## src/scfg_pkg.sv

```systemverilog
// Shared constants for the synthesizer configuration register bank
package scfg_pkg;
    localparam int          WORD_W        = 24;
    localparam int          CTRL_W        = 4;
    // Control codes in the low four bits of each serial word
    localparam logic [3:0]  CODE_R0       = 4'h0;
    localparam logic [3:0]  CODE_R3       = 4'h7;
    localparam logic [3:0]  CODE_LOOP     = 4'h9;
    localparam logic [3:0]  CODE_EXTFRAC  = 4'hb;
    localparam logic [3:0]  CODE_FAST     = 4'hd;
    localparam logic [3:0]  CODE_TEST     = 4'hf;
    // Access word position inside the word
    localparam int          ACCESS_LSB    = 20;
    // Fixed default contents of the optional words
    localparam logic [23:0] LOOP_DEFAULT    = 24'h02c709;
    localparam logic [23:0] EXTFRAC_DEFAULT = 24'h00000b;
    localparam logic [23:0] FAST_DEFAULT    = 24'h00000d;
    localparam logic [23:0] TEST_DEFAULT    = 24'h00090f; // Bits 11 and 8 are fixed ones
    // Field positions of the loop control word
    localparam int          AUTO_PU_BIT   = 23;
    localparam int          DITHER_LSB    = 16;
    localparam int          MOD_LSB       = 14;
    localparam int          DOUBLER_BIT   = 12;
    localparam int          REFBUF_BIT    = 11;
    localparam int          AUX_POL_BIT   = 10;
    localparam int          MAIN_POL_BIT  = 9;
    localparam int          AUX_PRE_BIT   = 8;
    localparam int          MUX_LSB       = 4;
    // Extended fraction fields
    localparam int          EXT_NUM_LSB   = 4;
    localparam int          EXT_DEN_LSB   = 14;
    // Modulator order codes
    localparam logic [1:0]  MOD_FOURTH    = 2'h0;
    localparam logic [1:0]  MOD_OFF       = 2'h1;
    localparam logic [1:0]  MOD_SECOND    = 2'h2;
    localparam logic [1:0]  MOD_THIRD     = 2'h3;
endpackage

```

## src/scfg_if.sv

```systemverilog
// Carrier for the decoded loop control word between top and pin mux
interface scfg_if;
    logic [3:0] testPinSelect;
    logic       doubleRef;
    modport src (output testPinSelect, output doubleRef);
    modport dst (input testPinSelect, input doubleRef);
endinterface

```

## src/scfg_test_mux.sv

```systemverilog
// Test and lock pin multiplexer with divided-by-two monitor outputs
module scfg_test_mux (
    input  wire logic clk,
    input  wire logic arst_n,
    scfg_if.dst       cfg,
    input  wire logic mainLockDig,
    input  wire logic auxLockDig,
    input  wire logic mainLockAna,
    input  wire logic auxLockAna,
    input  wire logic auxRefTick,
    input  wire logic auxFbTick,
    input  wire logic mainRefTick,
    input  wire logic mainFbTick,
    output logic      pinOut,
    output logic      pinOe
);
    logic [3:0] halfDiv_reg;
    logic [3:0] tick;
    logic       outNext;
    logic       oeNext;

    assign tick = {mainFbTick, mainRefTick, auxFbTick, auxRefTick};

    // Each divider pulse toggles its own halving flop
    genvar i;
    generate
        for (i = 0; i < 4; i++) begin : g_half
            always_ff @(posedge clk or negedge arst_n) begin
                if (!arst_n) begin
                    halfDiv_reg[i] <= 1'b0;
                end else if (tick[i]) begin
                    halfDiv_reg[i] <= ~halfDiv_reg[i];
                end
            end
        end
    endgenerate

    // Pin function select; open-drain codes only enable the driver when pulling low
    always_comb begin
        outNext = 1'b0;
        oeNext  = 1'b1;
        case (cfg.testPinSelect)
            4'h0: oeNext = 1'b0;
            4'h1: outNext = 1'b1;
            4'h2: outNext = 1'b0;
            4'h3: outNext = mainLockDig & auxLockDig;
            4'h4: outNext = mainLockDig;
            4'h5: outNext = auxLockDig;
            4'h6: oeNext = ~(mainLockAna & auxLockAna);
            4'h7: oeNext = ~mainLockAna;
            4'h8: oeNext = ~auxLockAna;
            4'h9: outNext = mainLockAna & auxLockAna;
            4'ha: outNext = mainLockAna;
            4'hb: outNext = auxLockAna;
            4'hc: outNext = halfDiv_reg[0];
            4'hd: outNext = halfDiv_reg[1];
            4'he: outNext = halfDiv_reg[2];
            4'hf: outNext = halfDiv_reg[3];
            default: oeNext = 1'b0;
        endcase
    end

    // Registered pin drive keeps glitches off the package pin
    always_ff @(posedge clk or negedge arst_n) begin
        if (!arst_n) begin
            pinOut <= 1'b0;
            pinOe  <= 1'b0;
        end else begin
            pinOut <= outNext;
            pinOe  <= oeNext;
        end
    end
endmodule

```

## src/scfg_regs.sv

```systemverilog
// Serial configuration bank: access word, optional words and their decode
module scfg_regs
    import scfg_pkg::*;
(
    input  wire logic        clk,
    input  wire logic        arst_n,
    input  wire logic        serClk,
    input  wire logic        serData,
    input  wire logic        serLatch,
    input  wire logic        chipEnable,
    input  wire logic        mainLockDig,
    input  wire logic        auxLockDig,
    input  wire logic        mainLockAna,
    input  wire logic        auxLockAna,
    input  wire logic        auxRefTick,
    input  wire logic        auxFbTick,
    input  wire logic        mainRefTick,
    input  wire logic        mainFbTick,
    input  wire logic        refIn,
    output logic             testLockPinOut,
    output logic             testLockPinOe,
    output logic             mainPowerDown,
    output logic             auxPowerDown,
    output logic             auxPrescaler16,
    output logic             mainPumpPositive,
    output logic             auxPumpPositive,
    output logic [1:0]       modulatorOrder,
    output logic [1:0]       ditherLevel,
    output logic             refBufferOutEn,
    output logic             mainRefClk,
    output logic             auxRefClk,
    output logic             fraction22,
    output logic [9:0]       extNumeratorHi,
    output logic [9:0]       extDenominatorHi,
    output logic [WORD_W-1:0] fastlockWord,
    output logic [WORD_W-1:0] testResetWord
);
    // Pin synchronisers: first stage only feeds the second
    logic [2:0] clkSync1_reg, clkSync2_reg;
    logic [2:0] pins;
    logic       serClkPrev_reg;
    logic       latchPrev_reg;
    logic       shiftEdge;
    logic       latchEdge;
    logic [WORD_W-1:0] shift_reg;
    logic [3:0] access_reg;
    logic [WORD_W-1:0] loopWr_reg, extWr_reg, fastWr_reg, testWr_reg;
    logic [WORD_W-1:0] loopWord, extWord;
    logic       ceSync1_reg, ceSync2_reg;
    logic       refSync1_reg, refSync2_reg, refPrev_reg;
    logic       mainPd_reg, auxPd_reg;
    logic [3:0] ctrl;
    scfg_if     cfgBus ();

    assign pins = {serLatch, serData, serClk};

    // Two-flop synchronisers for the serial pins and chip enable
    always_ff @(posedge clk or negedge arst_n) begin
        if (!arst_n) begin
            clkSync1_reg <= 3'h0;
            clkSync2_reg <= 3'h0;
            ceSync1_reg  <= 1'b0;
            ceSync2_reg  <= 1'b0;
        end else begin
            clkSync1_reg <= pins;
            clkSync2_reg <= clkSync1_reg;
            ceSync1_reg  <= chipEnable;
            ceSync2_reg  <= ceSync1_reg;
        end
    end

    // Edge history for the synchronised serial clock and latch
    always_ff @(posedge clk or negedge arst_n) begin
        if (!arst_n) begin
            serClkPrev_reg <= 1'b0;
            latchPrev_reg  <= 1'b0;
        end else begin
            serClkPrev_reg <= clkSync2_reg[0];
            latchPrev_reg  <= clkSync2_reg[2];
        end
    end

    assign shiftEdge = clkSync2_reg[0] & ~serClkPrev_reg;
    assign latchEdge = clkSync2_reg[2] & ~latchPrev_reg;
    assign ctrl      = shift_reg[CTRL_W-1:0];

    // MSB-first shifter; last bit shifted in is C0
    always_ff @(posedge clk or negedge arst_n) begin
        if (!arst_n) begin
            shift_reg <= '0;
        end else if (shiftEdge) begin
            shift_reg <= {shift_reg[WORD_W-2:0], clkSync2_reg[1]};
        end
    end

    // Access word held reset leaves all optional words in default
    always_ff @(posedge clk or negedge arst_n) begin
        if (!arst_n) begin
            access_reg <= 4'h0;
        end else if (latchEdge && ctrl == CODE_R3) begin
            access_reg <= shift_reg[ACCESS_LSB+3:ACCESS_LSB];
        end
    end

    // Optional word storage, steered by control code
    always_ff @(posedge clk or negedge arst_n) begin
        if (!arst_n) begin
            loopWr_reg <= LOOP_DEFAULT;
            extWr_reg  <= EXTFRAC_DEFAULT;
            fastWr_reg <= FAST_DEFAULT;
            testWr_reg <= TEST_DEFAULT;
        end else if (latchEdge) begin
            case (ctrl)
                CODE_LOOP:    loopWr_reg <= shift_reg;
                CODE_EXTFRAC: extWr_reg  <= shift_reg;
                CODE_FAST:    fastWr_reg <= shift_reg;
                CODE_TEST:    testWr_reg <= shift_reg;
                default:      ;
            endcase
        end
    end

    // Written contents apply only while the access bit is set
    assign loopWord = access_reg[0] ? loopWr_reg : LOOP_DEFAULT;
    assign extWord  = access_reg[1] ? extWr_reg  : EXTFRAC_DEFAULT;

    assign cfgBus.testPinSelect = loopWord[MUX_LSB+3:MUX_LSB];
    assign cfgBus.doubleRef     = loopWord[DOUBLER_BIT];

    // Power-down bits; auto power-up on an R0 write unless chip enable is low
    always_ff @(posedge clk or negedge arst_n) begin
        if (!arst_n) begin
            mainPd_reg <= 1'b1;
            auxPd_reg  <= 1'b1;
        end else if (latchEdge && ctrl == CODE_R0 && loopWord[AUTO_PU_BIT]
                     && ceSync2_reg) begin
            mainPd_reg <= 1'b0;
            auxPd_reg  <= 1'b0;
        end
    end

    // Reference synchroniser; edge history lets the doubler mark both edges,
    // since a true 2x clock cannot be built at this sampling rate
    always_ff @(posedge clk or negedge arst_n) begin
        if (!arst_n) begin
            refSync1_reg <= 1'b0;
            refSync2_reg <= 1'b0;
            refPrev_reg  <= 1'b0;
        end else begin
            refSync1_reg <= refIn;
            refSync2_reg <= refSync1_reg;
            refPrev_reg  <= refSync2_reg;
        end
    end

    // Decoded controls, all registered; doubler pulses on both ref edges
    always_ff @(posedge clk or negedge arst_n) begin
        if (!arst_n) begin
            mainPowerDown    <= 1'b1;
            auxPowerDown     <= 1'b1;
            auxPrescaler16   <= 1'b1;
            mainPumpPositive <= 1'b1;
            auxPumpPositive  <= 1'b1;
            modulatorOrder   <= MOD_THIRD;
            ditherLevel      <= 2'h2;
            refBufferOutEn   <= 1'b0;
            mainRefClk       <= 1'b0;
            auxRefClk        <= 1'b0;
            fraction22       <= 1'b0;
            extNumeratorHi   <= 10'h000;
            extDenominatorHi <= 10'h000;
            fastlockWord     <= FAST_DEFAULT;
            testResetWord    <= TEST_DEFAULT;
        end else begin
            mainPowerDown    <= mainPd_reg | ~ceSync2_reg;
            auxPowerDown     <= auxPd_reg | ~ceSync2_reg;
            auxPrescaler16   <= loopWord[AUX_PRE_BIT];
            mainPumpPositive <= loopWord[MAIN_POL_BIT];
            auxPumpPositive  <= loopWord[AUX_POL_BIT];
            modulatorOrder   <= loopWord[MOD_LSB+1:MOD_LSB];
            ditherLevel      <= loopWord[DITHER_LSB+1:DITHER_LSB];
            refBufferOutEn   <= loopWord[REFBUF_BIT];
            auxRefClk        <= refSync2_reg;
            mainRefClk       <= cfgBus.doubleRef ? (refSync2_reg ^ refPrev_reg)
                                                 : refSync2_reg;
            fraction22       <= access_reg[1];
            extNumeratorHi   <= access_reg[1] ? extWord[EXT_NUM_LSB+9:EXT_NUM_LSB]
                                              : 10'h000;
            extDenominatorHi <= access_reg[1] ? extWord[EXT_DEN_LSB+9:EXT_DEN_LSB]
                                              : 10'h000;
            fastlockWord     <= access_reg[2] ? fastWr_reg : FAST_DEFAULT;
            testResetWord    <= access_reg[3] ? testWr_reg : TEST_DEFAULT;
        end
    end

    // Pin mux registers its own outputs
    scfg_test_mux u_mux (
        .clk         (clk),
        .arst_n      (arst_n),
        .cfg         (cfgBus.dst),
        .mainLockDig (mainLockDig),
        .auxLockDig  (auxLockDig),
        .mainLockAna (mainLockAna),
        .auxLockAna  (auxLockAna),
        .auxRefTick  (auxRefTick),
        .auxFbTick   (auxFbTick),
        .mainRefTick (mainRefTick),
        .mainFbTick  (mainFbTick),
        .pinOut      (testLockPinOut),
        .pinOe       (testLockPinOe)
    );
endmodule

```

## config.mk

```make
export PLATFORM = sky130hd
export DESIGN_NAME = scfg_regs
export DESIGN_NICKNAME = d
export VERILOG_FILES = /design/src/scfg_pkg.sv /design/src/scfg_if.sv /design/src/scfg_test_mux.sv /design/src/scfg_regs.sv
export SDC_FILE = /design/constraint.sdc
export NUM_CORES = 1
export LEC_CHECK = 0
export BUFFER_PORTS_ARGS = -buffer_cell sky130_fd_sc_hd__buf_2
export CAP_MARGIN = 10
export CORE_ASPECT_RATIO = 1.4
export CORE_MARGIN = 10
export CORE_UTILIZATION = 57
export CTS_CLUSTER_SIZE = 14
export DETAILED_ROUTE_END_ITERATION = 8
export PLACE_DENSITY = 0.87
export SETUP_SLACK_MARGIN = 0.15
export SYNTH_ARGS = -nofsm -noshare
export SYNTH_HDL_FRONTEND = slang
export SYNTH_SLANG_ARGS = --single-unit
```

## constraint.sdc

```tcl
create_clock -name clk -period 2 [get_ports clk]
set_clock_uncertainty 0.05 [all_clocks]
set_input_delay 0.1 -clock clk [delete_from_list [all_inputs] [get_ports clk]]
set_output_delay 0.1 -clock clk [all_outputs]
set_load 0.01 [all_outputs]
```

After elaboration in Yosys (flattened, before gate mapping)
Index checks and enable logic that the tools add are counted.
Widths: inputs -> output; s select.
{"block": "totals", "register_bits": 223, "in_bits": 15, "out_inout_bits": 83}
{"block": "classes", "eq_ne": 19, "n_mux": 8, "n_bitwise": 16, "reduce_logical": 10}
{"op": "$mux 24", "n": 3}
{"op": "$eq 4x4->1 const B", "n": 12}
{"op": "$eq 4x3->1 const B", "n": 5}
{"op": "$mux 10", "n": 2}
{"op": "$pmux 1 s11", "n": 1}
{"op": "$not 1->1", "n": 10}
{"op": "$logic_not 4->1", "n": 2}
{"op": "$reduce_and 2->1", "n": 4}
{"op": "$and 1x1->1", "n": 4}
{"op": "$eq 4x1->1 const B", "n": 1}
{"op": "$eq 4x2->1 const B", "n": 1}
{"op": "$logic_and 1x1->1", "n": 4}
{"op": "$pmux 1 s4", "n": 1}
{"op": "$mux 1", "n": 1}
{"op": "$or 1x1->1", "n": 1}
{"op": "$xor 1x1->1", "n": 1}

Logic depth before layout (Yosys ltp)
{"block": "depth", "depth_word": 5, "depth_mapped": 5}

Hierarchy
From an unflattened synthesis, not the netlist that was laid out.
{"block": "unflattened", "hier_cells": 462, "hier_area_um2": 7405.9}
{"mod": "scfg_regs", "n_inst": 1, "cells_each": 428, "area_each_um2": 7056.8}
{"mod": "scfg_test_mux", "n_inst": 1, "cells_each": 34, "area_each_um2": 349.1}

Least setup slack after synthesis
No wires, ideal clock.
{"block": "synth_path", "path_kind": "register to register", "from": "register latchPrev_reg", "to": "register fastWr_reg[17]", "setup_ns": 0.125, "t_arrival_ns": 1.554, "required_time_ns": 1.825, "setup_slack_ns": 0.271, "path_stages_with_launch": 5, "n_path_buf": 1, "synth_period_minus_slack_ns": 1.729, "path_cell_list": "dfrtp_1 > nand4b_1 > nor3b_2 > buf_2 > mux2_2"}
{"block": "synth_between", "elab_chain_len": 3}
{"element": "start: declaration", "line_no": "scfg_regs.sv:42", "source": "logic latchPrev_reg;"}
{"element": "start signal: assignment", "line_no": "scfg_regs.sv:79", "source": "latchPrev_reg <= clkSync2_reg[2];"}
{"element": "$not 1->1", "line_no": "scfg_regs.sv:84", "source": "assign latchEdge = clkSync2_reg[2] & ~latchPrev_reg;"}
{"element": "$and 1x1->1", "line_no": "scfg_regs.sv:84"}
{"element": "$reduce_and 2->1 (no line)"}
{"element": "end signal: assignment", "line_no": "scfg_regs.sv:116", "source": "CODE_FAST: fastWr_reg <= shift_reg;"}
{"element": "end: declaration", "line_no": "scfg_regs.sv:47", "source": "logic [WORD_W-1:0] loopWr_reg, extWr_reg, fastWr_reg, testWr_reg;"}
No other way between the ends.
A chain may end at the register's enable or synchronous reset.

Final worst setup path
{"block": "layout_path", "from": "register latchPrev_reg", "to": "register fastWr_reg[5]"}
The elaborated chain is that of the path after synthesis.

==> summary.txt <==
Power
  – Psw: approximately 2.3 mW
  – Clock share of power: 0.362
  – PwrDens: 1080 nW/µm²
  – Maximum VDD drop: 0.692 mV
  – Leakage: 4.52 nW
  – Internal: ~7.4 mW
  – Flop pwr share: 0.549
  – Comb pwr share: 0.089
  – Net Sw Frac: 0.235

Worst setup path
  – CP Launch Type: flip-flop
  – R2R depth: 5
  – Critical Path AT: 2.14 ns
  – Kind of critical path: flip-flop to flip-flop
  – Crit-path max FO: 8
  – CP Capture Type: flip-flop
  – CP required: between 2 and 2.5 ns

Run
  – Max cap viols: 0

Synth
  – EDFF count, synth: 0
  – Top post-synthesis cells by count: dfrtp_1, mux2_2, and2_1
  – Ranking of synthesized cells by area: dfrtp_1, mux2_2, dfstp_2
  – Post-Syn Area per Cell: 16.1 µm²
  – Synthesized netlist cell count: 459
  – Cell taking the most area after synthesis: dfrtp_1
  – Post-synth ARST share: 1.00
  – Synth Flop Type: dfrtp_1
  – Synth cell types: 33
  – Most frequent cell after synthesis: dfrtp_1
  – Yosys reg bits: roughly 210
  – Yosys top cell area share: 0.600
  – Yosys Warn Count: 0
  – Mapped Area: 7380 µm²
  – Sequential area share after synthesis: 0.714
  – Syn_nets: around 470

Clocking
  – Clock tree sinks: 209
  – CTS tree: built
  – CTS root buf: clkbuf_16
  – CTS H-tree depth: 1
  – CTS clk-pin slew, worst paths: around 0.060 ns
  – TritonCTS buffer count: 20
  – Clock buffer depth: 3
  – Skew-Pair Late Insertion Delay: 0.48 ns

Layout
  – Diodes inserted: 0
  – Area Growth Syn to Fin: 20.4%
  – Fin nets: 602
  – Layout cells sized above 1: 0.483
  – Final-layout fill cell count: 821
  – Finished Cell Area: 8890 µm²
  – Core Util, Final: 0.697

Die
  – Starting density of the core: 0.579
  – FP Rows: 49
  – DIE WIDTH: 116 µm
  – IO Pins: 98
  – Die height: 155 µm
  – Core Region: 12800 µm²
  – Die Footprint: 18000 µm²

Global route
  – Gr ovfl total: 0
  – Pin count of the biggest net entering global routing: 74
  – Vias in the first global route: 4475
  – First-pass GRT wire length: 23600 µm
  – Initial antenna violation count: 0
  – GRT Overall Usage: 0.165

STA
  – Measured slew at the worst slew-check pin: 0.824 ns
  – Final setup margin: 0.169 ns
  – Fin crit period: 1.83 ns
  – Final hold violation count: 0
  – Rel. slew slack: 0.451
  – Final setup viols: 0
  – RSZ-0062 raised after global routing: true
  – Fin Setup TNS: 0 ns
  – Period utilisation layout: 0.915
  – Final Slew Violations: 0
  – Fmax: 546 MHz

Detailed routing
  – Post-Route WL: around 14000 µm
  – DRT antenna net count: 0
  – DR vias/cell: 5.26
  – Detailed Routing Iterations Pass 1: 4
  – DRC: 0
  – Via count: between 3000 and 4000
  – Drt initial violations: 259
  – WL/cell: 19.0 µm

Worst hold path
  – Hold path depth: 5
  – HP Class: input port to flip-flop

Placed design
  – Dpl cell area: 8130 µm²
  – Port Buffers: 97
  – Detailed placement HPWL: 9380 µm
  – Pre-CTS setup slack: 0.195 ns
  – Routability cong.: 0.785

Run status
  – Run status: finished clean
==> critical path, stage by stage (launching register included) <==
cell,delay (ns)
dfrtp_1,0.38
nand4b_1,0.24
buf_4,0.20
nor3b_4,0.27
buf_4,0.22
mux2_2,0.35
==> stage by stage <==
step | hold slack [ns] | std cells | power, mW
after global placement | 0.0971 | 703 | 6.07
final | 0.0482 | 754 | 9.62
after detailed placement | 0.102 | 703 | 6.17
after floorplan | -0.246 | 459 | 5.78
after CTS | 0.0372 | 753 | 9.70
after global routing | 0.0812 | 754 | 10.0
==> cell families (layout without fill, tap and decap cells) <==
kind of cell    after synthesis  in the layout  share of synthesized area
flops                       209            209                      0.714
simple gates                111            111                     0.0964
mux                         102            102                      0.161
buf+inv                      23            165                     0.0147
compound gates                9              9                    0.00847
xor+xnor                      5              5                    0.00593
==> timing repair <==
item / in CTS / in global routing
pin swaps: 0 / 1
hold endpoints to repair: 79 / 0
setup buffers: 1 / 1
hold buffers: 13 / 0
gates resized for setup: 1 / 1
endpoints found under the setup margin: 19 / 33
==> power by group through the flow <==
stage	logic, mW	clock network [mW]	registers (mW)
global placement	0.773	0	5.29
floorplan	0.663	0	5.12
detailed placement	0.833	0	5.34
CTS	0.871	3.55	5.27
global route	0.943	3.73	5.35
finish	0.854	3.48	5.28
==> layout make-up <==
| class | count | area [µm²] | area share |
|---|---|---|---|
| Tap cell | 153 | 191 | 0.0215 |
| Sequential cell | 209 | 5270 | 0.593 |
| Clock inverter | 5 | 28.8 | 0.00324 |
| Timing Repair Buffer | 128 | 792 | 0.0891 |
| Clock buffer | 31 | 583 | 0.0656 |
| Inverter | 1 | 3.75 | 0.000422 |
| Multi-Input combinational cell | 227 | 2020 | 0.227 |
==> worst paths after layout <==
| kind | to | from | slack (ns) |
|---|---|---|---|
| worst min-delay path | u_mux.pinOut | auxLockDig | 0.05 |
| max in group asynchronous | testWr_reg[11] | arst_n | 1.02 |
| worst max register to register | fastWr_reg[5] | latchPrev_reg | 0.17 |
| worst min register to register | clkSync2_reg[0] | clkSync1_reg[0] | 0.30 |
| worst max-delay path | fastWr_reg[5] | latchPrev_reg | 0.17 |
| min in group asynchronous | clkSync1_reg[2] | arst_n | 0.14 |
==> cell usage in the layout (no fill, tap or decap), drive strengths merged, types with 2 or more instances in the layout <==
cell / count
dlygate4sd3: 13
nor3b: 3
nand2b: 17
a21oi: 2
dfstp: 32
buf: 114
nor2: 3
xor2: 4
nand4: 2
o21ai: 2
mux2: 102
and2: 61
nand4b: 6
dfrtp: 177
nand2: 3
or2: 7
clkbuf: 32
nand3: 2
nor2b: 3
clkinv: 5
==> routing by layer <==
metal | vias up | wire length, µm | share of wire | GRT usage
met3 | 22 | 699 | 0.049 | 0.0310
met2 | 89 | 7820 | 0.55 | 0.298
met1 | 2059 | 5520 | 0.39 | 0.188
met5 | - | 0 | 0 | 0
li1 | 1795 | - | - | -
met4 | 0 | 269 | 0.019 | 0.0544
Note: power is estimated with default switching activity, not from simulation.
